===== config.mk =====
export PLATFORM = sky130hd
export DESIGN_NAME = module_mgmt_status_timing
export DESIGN_NICKNAME = d
export VERILOG_FILES = /design/src/rtl/mgmt_pkg.sv /design/src/rtl/module_mgmt_status_timing.sv
export SDC_FILE = /design/constraint.sdc
export NUM_CORES = 1
export LEC_CHECK = 0
export BUFFER_PORTS_ARGS = -buffer_cell sky130_fd_sc_hd__buf_2
export CAP_MARGIN = 10
export CORE_ASPECT_RATIO = 1.75
export CORE_UTILIZATION = 63
export CTS_CLUSTER_SIZE = 40
export DETAILED_ROUTE_END_ITERATION = 8
export GPL_ROUTABILITY_DRIVEN = 0
export PLACE_DENSITY = 0.81
export SLEW_MARGIN = 40
export SYNTH_ARGS = -nofsm -noshare
export SYNTH_HDL_FRONTEND = slang
export SYNTH_SLANG_ARGS = --single-unit

===== constraint.sdc =====
create_clock -name clock -period 3.5 [get_ports clock]
set_input_delay 0.7 -clock clock [delete_from_list [all_inputs] [get_ports clock]]
set_output_delay 0.7 -clock clock [all_outputs]
set_load 0.02 [all_outputs]

===== src/rtl/mgmt_pkg.sv =====
// constants for the module management status and timing block
// assumes a 40 MHz system clock and a 2-wire serial bus sampled on it
`default_nettype none
package mgmt_pkg;
  // clock
  localparam int CLK_HZ = 40_000_000;
  localparam int CLK_PERIOD_NS = 25;
  // initialisation time after power-on or reset release
  localparam int INIT_TIME_MS = 2000;
  localparam int INIT_CYC = INIT_TIME_MS * (CLK_HZ / 1000);
  // least low time on the reset pin, rounded up to whole cycles
  localparam int RESET_MIN_NS = 2000;
  localparam int RESET_MIN_CYC = (RESET_MIN_NS + CLK_PERIOD_NS - 1) / CLK_PERIOD_NS;
  // bus device address, 8-bit form 0xA0
  localparam logic [6:0] DEV_ADDR = 7'h50;
  // lower page offsets
  localparam logic [7:0] STATUS_ADDR = 8'h02;
  localparam logic [7:0] FLAG_LOS_ADDR = 8'h03;
  localparam logic [7:0] FLAG_FAULT_ADDR = 8'h04;
  localparam logic [7:0] FLAG_OTHER_ADDR = 8'h05;
  localparam logic [7:0] CTRL_ADDR = 8'h5d;
  localparam logic [7:0] MASK_LOS_ADDR = 8'h64;
  localparam logic [7:0] MASK_FAULT_ADDR = 8'h65;
  localparam logic [7:0] MASK_OTHER_ADDR = 8'h66;
  localparam logic [7:0] PAGE_SEL_ADDR = 8'h7f;
  // upper identification page offsets, then page select values
  localparam logic [7:0] EXT_ID_FIRST = 8'hc0;
  localparam logic [7:0] EXT_ID_LAST = 8'hde;
  localparam logic [7:0] EXT_ID_CSUM_ADDR = 8'hdf;
  localparam logic [7:0] VENDOR_FIRST = 8'he0;
  localparam logic [7:0] PAGE_ID = 8'h00;
  localparam logic [7:0] PAGE_USER = 8'h02;
  // field positions
  localparam int DNR_BIT = 0;
  localparam int PDOWN_BIT = 1;
  // reset values
  localparam logic [7:0] CTRL_RST = 8'h00;
  localparam logic [7:0] MASK_RST = 8'h00;
  localparam logic [7:0] PAGE_RST = 8'h00;
  typedef enum logic [2:0] {
    BUS_IDLE, BUS_ADDR, BUS_AACK, BUS_WBYTE, BUS_WACK, BUS_RBYTE, BUS_RACK
  } bus_state_t;
endpackage
`default_nettype wire


===== src/rtl/module_mgmt_status_timing.sv =====
// management control, status and 2-wire serial slave of a four-lane module
// assumes all pins asynchronous to clock; the host pulls up sda and interrupt
`timescale 1ns/1ps
`default_nettype none
module module_mgmt_status_timing #(
  parameter int LANES = 4,
  parameter int unsigned INIT_CYCLES = mgmt_pkg::INIT_CYC,
  parameter logic [247:0] EXT_ID = 248'h0, // bytes 192..222, byte 192 lowest
  parameter logic [255:0] VENDOR_AREA = 256'h0 // bytes 224..255, arbitrary
) (
  input wire logic clock,
  input wire logic sys_rst,
  input wire logic scl_in,
  input wire logic sda_in,
  output logic sda_out,
  output logic sda_oe,
  input wire logic module_reset_n_in,
  input wire logic module_select_n_in,
  input wire logic low_power_select_in,
  input wire logic interrupt_n_in,
  output logic interrupt_n_out,
  output logic interrupt_n_oe,
  output logic low_power_out,
  input wire logic [LANES-1:0] rx_los_in,
  input wire logic [LANES-1:0] tx_fault_in,
  input wire logic [LANES-1:0] other_cond_in
);
  localparam int NSYNC = 5 + 3 * LANES;
  localparam logic [7:0] RST_CYC = 8'(mgmt_pkg::RESET_MIN_CYC);

  if (LANES < 1 || LANES > 8) begin : g_lanes_chk
    $error("LANES must be 1 to 8");
  end
  if (INIT_CYCLES < 1 || mgmt_pkg::RESET_MIN_CYC > 255) begin : g_cnt_chk
    $error("timing counts out of range");
  end

  function automatic logic [7:0] sum_bytes(input logic [247:0] d);
    logic [7:0] s;
    s = 8'h00;
    for (int i = 0; i < 31; i++) begin
      s = 8'(s + d[i*8 +: 8]);
    end
    return s;
  endfunction
  localparam logic [7:0] EXT_CSUM = sum_bytes(EXT_ID);

  // two-stage synchronisers for every input pin except interrupt_n_in
  logic [NSYNC-1:0] async_vec, s1_r, s2_r;
  logic scl_d_r, sda_d_r;
  assign async_vec = {other_cond_in, tx_fault_in, rx_los_in, low_power_select_in,
                      module_select_n_in, module_reset_n_in, sda_in, scl_in};
  for (genvar i = 0; i < NSYNC; i++) begin : g_sync
    always_ff @(posedge clock) begin
      if (sys_rst) begin
        s1_r[i] <= (i == 1 || i == 2 || i == 3 || i == 0);
        s2_r[i] <= (i == 1 || i == 2 || i == 3 || i == 0);
      end else begin
        s1_r[i] <= async_vec[i];
        s2_r[i] <= s1_r[i];
      end
    end
  end
  always_ff @(posedge clock) begin
    if (sys_rst) begin
      scl_d_r <= 1'b1;
      sda_d_r <= 1'b1;
    end else begin
      scl_d_r <= s2_r[0];
      sda_d_r <= s2_r[1];
    end
  end

  logic scl_s, sda_s, rst_n_s, sel_n_s, lp_s;
  logic [LANES-1:0] los_s, fault_s, other_s;
  assign scl_s = s2_r[0];
  assign sda_s = s2_r[1];
  assign rst_n_s = s2_r[2];
  assign sel_n_s = s2_r[3];
  assign lp_s = s2_r[4];
  assign los_s = s2_r[5 +: LANES];
  assign fault_s = s2_r[5 + LANES +: LANES];
  assign other_s = s2_r[5 + 2 * LANES +: LANES];

  logic scl_rise, scl_fall, bus_start, bus_stop;
  assign scl_rise = scl_s & ~scl_d_r;
  assign scl_fall = ~scl_s & scl_d_r;
  assign bus_start = scl_s & scl_d_r & sda_d_r & ~sda_s;
  assign bus_stop = scl_s & scl_d_r & ~sda_d_r & sda_s;

  // status group
  logic [7:0] rst_cnt_r, rst_cnt_nxt;
  logic mod_rst_r, mod_rst_nxt, dnr_r, dnr_nxt, init_flag_r, init_flag_nxt;
  logic [31:0] init_cnt_r, init_cnt_nxt;
  logic [LANES-1:0] los_flag_r, los_flag_nxt, fault_flag_r, fault_flag_nxt;
  logic [LANES-1:0] other_flag_r, other_flag_nxt;
  logic irq_r, irq_nxt, lp_r, lp_nxt;
  // bus group
  mgmt_pkg::bus_state_t st_r, st_nxt;
  logic [3:0] cnt_r, cnt_nxt, clr_pend_r, clr_pend_nxt, clr_r, clr_nxt, rd_clr;
  logic [7:0] sh_r, sh_nxt, ptr_r, ptr_nxt, page_r, page_nxt, ctrl_r, ctrl_nxt;
  logic [7:0] mask_los_r, mask_los_nxt, mask_fault_r, mask_fault_nxt;
  logic [7:0] mask_other_r, mask_other_nxt, rd_data;
  logic rd_r, rd_nxt, first_r, first_nxt, oe_r, oe_nxt, ack_r, ack_nxt, nv_we;
  logic [7:0] user_nv [0:127];

  always_comb begin
    rst_cnt_nxt = 8'h00;
    mod_rst_nxt = 1'b0;
    if (!rst_n_s) begin
      rst_cnt_nxt = (rst_cnt_r == RST_CYC) ? rst_cnt_r : 8'(rst_cnt_r + 8'h01);
      mod_rst_nxt = mod_rst_r | (rst_cnt_r == RST_CYC);
    end
    init_cnt_nxt = init_cnt_r;
    dnr_nxt = dnr_r;
    init_flag_nxt = init_flag_r & ~clr_r[0];
    los_flag_nxt = (los_flag_r & ~{LANES{clr_r[1]}}) | los_s;
    fault_flag_nxt = (fault_flag_r & ~{LANES{clr_r[2]}}) | fault_s;
    other_flag_nxt = (other_flag_r & ~{LANES{clr_r[3]}}) | other_s;
    if (mod_rst_r) begin
      init_cnt_nxt = 32'h0000_0000;
      dnr_nxt = 1'b1;
      init_flag_nxt = 1'b0;
      los_flag_nxt = '0;
      fault_flag_nxt = '0;
      other_flag_nxt = '0;
    end else if (dnr_r) begin
      if (init_cnt_r == 32'(INIT_CYCLES - 1)) begin
        dnr_nxt = 1'b0;
        init_flag_nxt = 1'b1;
      end else begin
        init_cnt_nxt = 32'(init_cnt_r + 32'h0000_0001);
      end
    end
    // level of unmasked flags; mask applies next cycle after its write
    irq_nxt = init_flag_r | |(los_flag_r & ~mask_los_r[LANES-1:0])
            | |(fault_flag_r & ~mask_fault_r[LANES-1:0])
            | |(other_flag_r & ~mask_other_r[LANES-1:0]);
    lp_nxt = lp_s | ctrl_r[mgmt_pkg::PDOWN_BIT];
  end

  always_ff @(posedge clock) begin
    if (sys_rst) begin
      rst_cnt_r <= 8'h00;
      mod_rst_r <= 1'b0;
      init_cnt_r <= 32'h0000_0000;
      dnr_r <= 1'b1;
      init_flag_r <= 1'b0;
      los_flag_r <= '0;
      fault_flag_r <= '0;
      other_flag_r <= '0;
      irq_r <= 1'b0;
      lp_r <= 1'b0;
    end else begin
      rst_cnt_r <= rst_cnt_nxt;
      mod_rst_r <= mod_rst_nxt;
      init_cnt_r <= init_cnt_nxt;
      dnr_r <= dnr_nxt;
      init_flag_r <= init_flag_nxt;
      los_flag_r <= los_flag_nxt;
      fault_flag_r <= fault_flag_nxt;
      other_flag_r <= other_flag_nxt;
      irq_r <= irq_nxt;
      lp_r <= lp_nxt;
    end
  end

  // read data for the current pointer, and which flags that read clears
  always_comb begin
    rd_data = 8'h00;
    rd_clr = 4'h0;
    if (!ptr_r[7]) begin
      unique case (ptr_r)
        mgmt_pkg::STATUS_ADDR: begin
          rd_data[mgmt_pkg::DNR_BIT] = dnr_r;
          rd_clr[0] = 1'b1;
        end
        mgmt_pkg::FLAG_LOS_ADDR: begin
          rd_data[LANES-1:0] = los_flag_r;
          rd_clr[1] = 1'b1;
        end
        mgmt_pkg::FLAG_FAULT_ADDR: begin
          rd_data[LANES-1:0] = fault_flag_r;
          rd_clr[2] = 1'b1;
        end
        mgmt_pkg::FLAG_OTHER_ADDR: begin
          rd_data[LANES-1:0] = other_flag_r;
          rd_clr[3] = 1'b1;
        end
        mgmt_pkg::CTRL_ADDR: rd_data = ctrl_r;
        mgmt_pkg::MASK_LOS_ADDR: rd_data = mask_los_r;
        mgmt_pkg::MASK_FAULT_ADDR: rd_data = mask_fault_r;
        mgmt_pkg::MASK_OTHER_ADDR: rd_data = mask_other_r;
        mgmt_pkg::PAGE_SEL_ADDR: rd_data = page_r;
        default: rd_data = 8'h00;
      endcase
    end else if (page_r == mgmt_pkg::PAGE_ID) begin
      if (ptr_r >= mgmt_pkg::EXT_ID_FIRST && ptr_r <= mgmt_pkg::EXT_ID_LAST) begin
        rd_data = EXT_ID[(int'(ptr_r) - int'(mgmt_pkg::EXT_ID_FIRST)) * 8 +: 8];
      end else if (ptr_r == mgmt_pkg::EXT_ID_CSUM_ADDR) begin
        rd_data = EXT_CSUM;
      end else if (ptr_r >= mgmt_pkg::VENDOR_FIRST) begin
        rd_data = VENDOR_AREA[(int'(ptr_r) - int'(mgmt_pkg::VENDOR_FIRST)) * 8 +: 8];
      end
    end else if (page_r == mgmt_pkg::PAGE_USER) begin
      rd_data = user_nv[ptr_r[6:0]];
    end
  end

  always_comb begin
    st_nxt = st_r;
    cnt_nxt = cnt_r;
    sh_nxt = sh_r;
    ptr_nxt = ptr_r;
    rd_nxt = rd_r;
    first_nxt = first_r;
    oe_nxt = oe_r;
    ack_nxt = ack_r;
    clr_pend_nxt = clr_pend_r;
    clr_nxt = 4'h0;
    page_nxt = page_r;
    ctrl_nxt = ctrl_r;
    mask_los_nxt = mask_los_r;
    mask_fault_nxt = mask_fault_r;
    mask_other_nxt = mask_other_r;
    nv_we = 1'b0;
    if (sel_n_s) begin
      st_nxt = mgmt_pkg::BUS_IDLE;
      oe_nxt = 1'b0;
    end else if (bus_start) begin
      st_nxt = mgmt_pkg::BUS_ADDR;
      cnt_nxt = 4'h0;
      oe_nxt = 1'b0;
      first_nxt = 1'b1;
    end else if (bus_stop) begin
      st_nxt = mgmt_pkg::BUS_IDLE;
      oe_nxt = 1'b0;
      clr_nxt = clr_pend_r;
      clr_pend_nxt = 4'h0;
    end else begin
      unique case (st_r)
        mgmt_pkg::BUS_IDLE: begin
        end
        mgmt_pkg::BUS_ADDR, mgmt_pkg::BUS_WBYTE: begin
          if (scl_rise) begin
            sh_nxt = {sh_r[6:0], sda_s};
            cnt_nxt = 4'(cnt_r + 4'h1);
          end else if (scl_fall && cnt_r == 4'h8) begin
            oe_nxt = 1'b1;
            if (st_r == mgmt_pkg::BUS_ADDR) begin
              rd_nxt = sh_r[0];
              st_nxt = mgmt_pkg::BUS_AACK;
              if (sh_r[7:1] != mgmt_pkg::DEV_ADDR) begin
                oe_nxt = 1'b0;
                st_nxt = mgmt_pkg::BUS_IDLE;
              end
            end else begin
              st_nxt = mgmt_pkg::BUS_WACK;
              first_nxt = 1'b0;
              if (first_r) begin
                ptr_nxt = sh_r;
              end else begin
                ptr_nxt = 8'(ptr_r + 8'h01);
                unique case (ptr_r)
                  mgmt_pkg::CTRL_ADDR: ctrl_nxt = sh_r;
                  mgmt_pkg::MASK_LOS_ADDR: mask_los_nxt = sh_r;
                  mgmt_pkg::MASK_FAULT_ADDR: mask_fault_nxt = sh_r;
                  mgmt_pkg::MASK_OTHER_ADDR: mask_other_nxt = sh_r;
                  mgmt_pkg::PAGE_SEL_ADDR: page_nxt = sh_r;
                  default: nv_we = ptr_r[7] && (page_r == mgmt_pkg::PAGE_USER);
                endcase
              end
            end
          end
        end
        mgmt_pkg::BUS_WACK, mgmt_pkg::BUS_AACK, mgmt_pkg::BUS_RACK: begin
          if (scl_rise) begin
            ack_nxt = ~sda_s;
          end else if (scl_fall) begin
            oe_nxt = 1'b0;
            cnt_nxt = 4'h0;
            st_nxt = mgmt_pkg::BUS_WBYTE;
            if ((st_r == mgmt_pkg::BUS_AACK && rd_r) || (st_r == mgmt_pkg::BUS_RACK && ack_r)) begin
              oe_nxt = ~rd_data[7];
              sh_nxt = {rd_data[6:0], 1'b0};
              cnt_nxt = 4'h1;
              ptr_nxt = 8'(ptr_r + 8'h01);
              clr_pend_nxt = clr_pend_r | rd_clr;
              st_nxt = mgmt_pkg::BUS_RBYTE;
            end else if (st_r == mgmt_pkg::BUS_RACK) begin
              st_nxt = mgmt_pkg::BUS_IDLE;
            end
          end
        end
        mgmt_pkg::BUS_RBYTE: begin
          if (scl_fall) begin
            if (cnt_r == 4'h8) begin
              oe_nxt = 1'b0;
              st_nxt = mgmt_pkg::BUS_RACK;
            end else begin
              oe_nxt = ~sh_r[7];
              sh_nxt = {sh_r[6:0], 1'b0};
              cnt_nxt = 4'(cnt_r + 4'h1);
            end
          end
        end
      endcase
    end
  end

  always_ff @(posedge clock) begin
    if (sys_rst) begin
      st_r <= mgmt_pkg::BUS_IDLE;
      cnt_r <= 4'h0;
      sh_r <= 8'h00;
      ptr_r <= 8'h00;
      rd_r <= 1'b0;
      first_r <= 1'b1;
      oe_r <= 1'b0;
      ack_r <= 1'b0;
      clr_pend_r <= 4'h0;
      clr_r <= 4'h0;
      page_r <= mgmt_pkg::PAGE_RST;
      ctrl_r <= mgmt_pkg::CTRL_RST;
      mask_los_r <= mgmt_pkg::MASK_RST;
      mask_fault_r <= mgmt_pkg::MASK_RST;
      mask_other_r <= mgmt_pkg::MASK_RST;
    end else begin
      st_r <= st_nxt;
      cnt_r <= cnt_nxt;
      sh_r <= sh_nxt;
      ptr_r <= ptr_nxt;
      rd_r <= rd_nxt;
      first_r <= first_nxt;
      oe_r <= oe_nxt;
      ack_r <= ack_nxt;
      clr_pend_r <= clr_pend_nxt;
      clr_r <= clr_nxt;
      page_r <= page_nxt;
      ctrl_r <= ctrl_nxt;
      mask_los_r <= mask_los_nxt;
      mask_fault_r <= mask_fault_nxt;
      mask_other_r <= mask_other_nxt;
    end
  end

  // user area has no reset: it stands for nonvolatile storage
  always_ff @(posedge clock) begin
    if (nv_we) begin
      user_nv[ptr_r[6:0]] <= sh_r;
    end
  end

  assign sda_out = 1'b0;
  assign sda_oe = oe_r;
  assign interrupt_n_out = 1'b0;
  assign interrupt_n_oe = irq_r;
  assign low_power_out = lp_r;
endmodule
`default_nettype wire


# After elaboration in Yosys (flattened, before gate mapping)
# Memory sizes are Yosys's and may differ from the RTL's. A register that Yosys moved wholly into a read port is not among the register bits.
# Cells that the tools add are included.
# Widths: inputs -> output; s select.
# totals
reg_bits	168
ramBits	1024
inputBits	20
out_inout_bits	5
wordCells	295
mem_count	1
# mem_list
name	words	width	rd	rd_clocked_by_memory_dff	write_ports	line	source
user_nv	128	8	1	1	1	module_mgmt_status_timing.sv:105	logic [7:0] user_nv [0:127];
# classes
addsub	6
n_lt_le_gt_ge	3
eq_ne	46
shift	2
n_mux	89
bitwise_logic	43
n_reduce_logical	43
# op_table
cell	count
$shiftx 256x12->8 const A	1
$shiftx 248x12->8 const A	1
$mux 8	19
$mux 4	13
$eq 8x7->1 const B	6
$reduce_and 9->1	5
$mux 1	37
$add 32x1->32 const B	1
$eq 32x27->1 const B	1
$and 4x4->4	6
$eq 8x2->1 const B	3
$mux 3	8
$ne 2x2->1 const B	12
$ne 4x4->1 const B	6
$not 4->4	6
$pmux 3 s8	1
$pmux 8 s3	1
$reduce_and 7->1	3
$pmux 4 s5	1
$reduce_and 10->1	2
$reduce_or 4->1	5
$reduce_and 6->1	3
$sub 8x8->9 const B	2
$add 8x1->8 const B	2
other kinds (36)	87

# Longest topological paths before layout
# depth
ltp_word	13
ltp_mapped	12
mapped_depth_nobuf	9

# Worst setup path after synthesis
# OpenSTA, ideal clock, no wires.
# synth_path
kind	register to register
startpoint	register sh_r[5]
endpoint	register oe_r (netlist: sda_oe)
setup_ps	70
arrival_time_ps	2940
t_required_ps	3430
path_slack_ps	490
path_stages_with_launch	8
path_buffers	1
period_less_slack_ps	3010
path_cell_list	dfxtp_1 > clkbuf_1 > nor4b_1 > nand4_1 > o21ai_0 > o2bb2ai_1 > mux2i_1 > a21oi_1
# synth_between
elab_chain_len	6
# synth_rtl
item	line	source
start, declared	module_mgmt_status_timing.sv:101	logic [7:0] sh_r, sh_nxt, ptr_r, ptr_nxt, page_r, page_nxt, ctrl_r, ctrl_nxt;
start signal, assigned	module_mgmt_status_timing.sv:331	sh_r <= sh_nxt;
$ne 7x7->1	module_mgmt_status_timing.sv:253	if (sh_r[7:1] != mgmt_pkg::DEV_ADDR) begin
$mux 1	module_mgmt_status_timing.sv:253	
$mux 1	module_mgmt_status_timing.sv:250	if (st_r == mgmt_pkg::BUS_ADDR) begin
$mux 1	module_mgmt_status_timing.sv:248	end else if (scl_fall && cnt_r == 4'h8) begin
$mux 1	module_mgmt_status_timing.sv:245	if (scl_rise) begin
$pmux 1 s3	module_mgmt_status_timing.sv:241	unique case (st_r)
end signal, assigned	module_mgmt_status_timing.sv:335	oe_r <= oe_nxt;
end, declared	module_mgmt_status_timing.sv:104	logic rd_r, rd_nxt, first_r, first_nxt, oe_r, oe_nxt, ack_r, ack_nxt, nv_we;
# No other way between the ends. The select of a mux whose other input is x is not followed.
# A chain may end at the register's enable or synchronous reset.

==> flow_metrics.py <==
metrics = {
    "status": {
        "status": "finished, final reports clean",
    },
    "global_routing": {
        "antenna_found_initial": 2,
        "overflow": 0,
        "first_global_vias": 28065,
        "grt.total_usage_pct": 33.7,
        "grt_start_max_net_pins": 80,
        "grt_pass1_wl_um": 184000,
    },
    "cells_and_area": {
        "regArea_um2": 34300,
        "nNetsFinal": 2923,
        "fill_cells": 4085,
        "drive_gt1_share_pct": 24.0,
        "multi_input_area_um2": 12200,
        "syn2layout_area_growth_pct": 12.0,
        "largest_reg_flops": 1024,
    },
    "timing": {
        "fmax_mhz": 287,
        "slew_headroom_pct": 34.5,
        "rsz0062_at_grt": "no",
        "post-route-period-util_pct": 99.6,
        "fin_hold_ws_ns": 0.185,
        "setup_viol": 0,
        "hold_viol": 0,
        "post-route-min-period_ns": 3.49,
        "drv_slew": 0,
        "worstMarginPinSlew_ns": 0.982,
        "fin_skew_ns": 0.0277,
        "tns_ns": 0,
    },
    "synth": {
        "synth_cell_types": 75,
        "synth-edff-count": 1024,
        "synth_ff_type": "edfxtp_1",
        "async_flop_share_pct": 0,
        "netlist_area_um2": 47300,
        "ys_top_cells_by_area": "edfxtp_1, mux4_2, dfxtp_1",
        "yosysWarningCount": 0,
        "yosysSeqAreaShare_pct": 72.4,
        "synth.ff_latch_count": 1199,
        "synth_top_area_cell": "edfxtp_1",
        "syn-instance-count": 2703,
        "synth_top_area_share_pct": 65.0,
        "avgSynthCellArea_um2": 17.5,
    },
    "critical_path": {
        "path_class": "register to register",
        "crit_path_end_kind": "register",
        "cp.arrival_ns": 4.11,
        "path_max_fanout": 19,
        "cp.required_ns": 4.12,
        "critPathLaunchType": "register",
        "rrSetupSlack_ns": 0.01,
    },
    "routing": {
        "drt_iter0_drc": 3870,
        "firstDrtPassIters": 7,
        "viasPerCell": 7.05,
        "drcViolationCount": 0,
        "wl_per_cell_um": 32.2,
        "num_vias": 27583,
        "antenna_left": 0,
        "drt-total-wl_um": 126000,
    },
    "die": {
        "dieArea_um2": 76300,
        "fp.coreArea_um2": 74200,
        "rows": 132,
        "ios": 25,
        "die_h_um": 365,
        "start_util_pct": 63.8,
        "die_w_um": 209,
    },
    "worst_hold_path": {
        "hold_class": "input port to register",
    },
    "clock_tree": {
        "postCtsSetupBuffers": 0,
        "cts_sinks": 1199,
        "h-tree-depth": 3,
        "cts_tree": "done",
        "cts.clk_slew.worst_paths_ns": 0.07,
        "clockBufferDepth": 3,
        "clk_latency_ns": 0.69,
        "hold_buffers": 0,
        "clock-root-buffer": "clkbuf_16",
        "cts_made_buffers": 97,
        "cts_resized": 0,
    },
    "power": {
        "p_total_mw": 26.5,
        "power_leakage_nw": 17.3,
        "peakVddDrop_v": 0.000380,
        "power.density_nw_per_um2": 501,
    },
    "place": {
        "port_buffers": 21,
        "dp_hpwl_um": 76500,
    },
    "job": {
        "maxCapViolations": 0,
    },
}
[report_power, final]
group          switching [mW]  total (mW)  internal (mW)  leakage [nW]
Clock                    5.03        11.1           6.10          1.56
Combinational          0.0601      0.0992         0.0391          4.19
Sequential             0.0235        15.3           15.3          11.5
Total                    5.12        26.5           21.4          17.3
[metal layers]
layer	GRT usage, %	vias up	wire length, µm
met5	0	-	0
met2	57.6	2127	63900
met3	6.92	565	12200
li1	-	11078	-
met4	24.7	0	10900
met1	37.7	13813	39300
[synthesized netlist by cell type, types with 11 or more instances]
library cell and instances:
a22oi_1 20, xor2_1 19, dfxtp_1 175, o2bb2ai_1 12
o21ai_0 35, o22ai_1 18, nand3_1 74, nand4_1 18
or3_1 12, xnor2_1 11, buf_2 40, clkbuf_1 80
nor2b_1 39, nand2b_1 13, or2_2 16, nand2_1 125
nand3b_1 11, mux4_2 264, nor3_1 22, buf_1 14
mux2_2 22, and3_1 17, inv_1 36, mux2i_1 77
edfxtp_1 1024, a211oi_1 16, a21oi_1 98, nor2_1 240
buf_6 13
[layout by cell type (no fill, tap or decap), drive strengths merged, types with 22 or more instances in the layout]
cell type	count
clkbuf	120
nor2b	39
nor3	22
mux2i	77
mux4	264
clkinv	43
nand3	74
nor2	240
buf	248
mux2	22
a21oi	98
inv	40
dfxtp	175
edfxtp	1024
o21ai	36
nand2	125
[area by class of cell]
type | instances | area share [%]
clock buffers | 120 | 4.98
diodes | 2 | 0.00945
inverters | 37 | 0.262
clock inverters | 60 | 1.04
multi-input cells | 1311 | 23.0
repair buffers | 248 | 3.77
well taps | 938 | 2.22
flip-flops and latches | 1199 | 64.7
[final timing paths]
kind | from | endpoint | cells past startpoint
worst min register to register | s1_r[2] | rst_n_s | 1
worst max register to register | register | sda_oe | 8
worst max-delay path | register | sda_oe | 8
worst min-delay path | module_reset_n_in | s1_r[2] | 2
[worst max-delay path, stage by stage, from the launching register on]
cell,delay [ns]
dfxtp_4,0.64
buf_4,0.32
nand2b_1,0.42
o221ai_1,0.54
a21oi_1,0.32
nor4b_1,0.08
nor4_1,0.65
o311ai_1,0.24
a21oi_1,0.17
[stage by stage]
step / area (µm²) / setup slack [ns] / cells / utilization [%]
after floorplan: 47300 / 0.490 / 2704 / -
after global placement: 49700 / 0.366 / 3730 / 67.0
after detailed placement: 49700 / 0.327 / 3731 / 67.1
after CTS: 52900 / 0.321 / 3911 / 71.4
after global routing: 53000 / 0.0688 / 3913 / 71.4
final: 53000 / 0.0126 / 3915 / 71.4
[kinds of logic (layout without fill, tap and decap cells)]
kind of cell | after synthesis | in the layout | synth area share (%)
flops | 1199 | 1199 | 72.4
simple gates | 626 | 626 | 6.24
mux | 363 | 363 | 14.7
compound gates | 281 | 281 | 3.92
buf+inv | 194 | 465 | 1.93
xor+xnor | 30 | 30 | 0.555
fa+ha+maj | 9 | 9 | 0.238
other cells | 1 | 4 | 0.00792
Power figures use the tool's default switching activity.
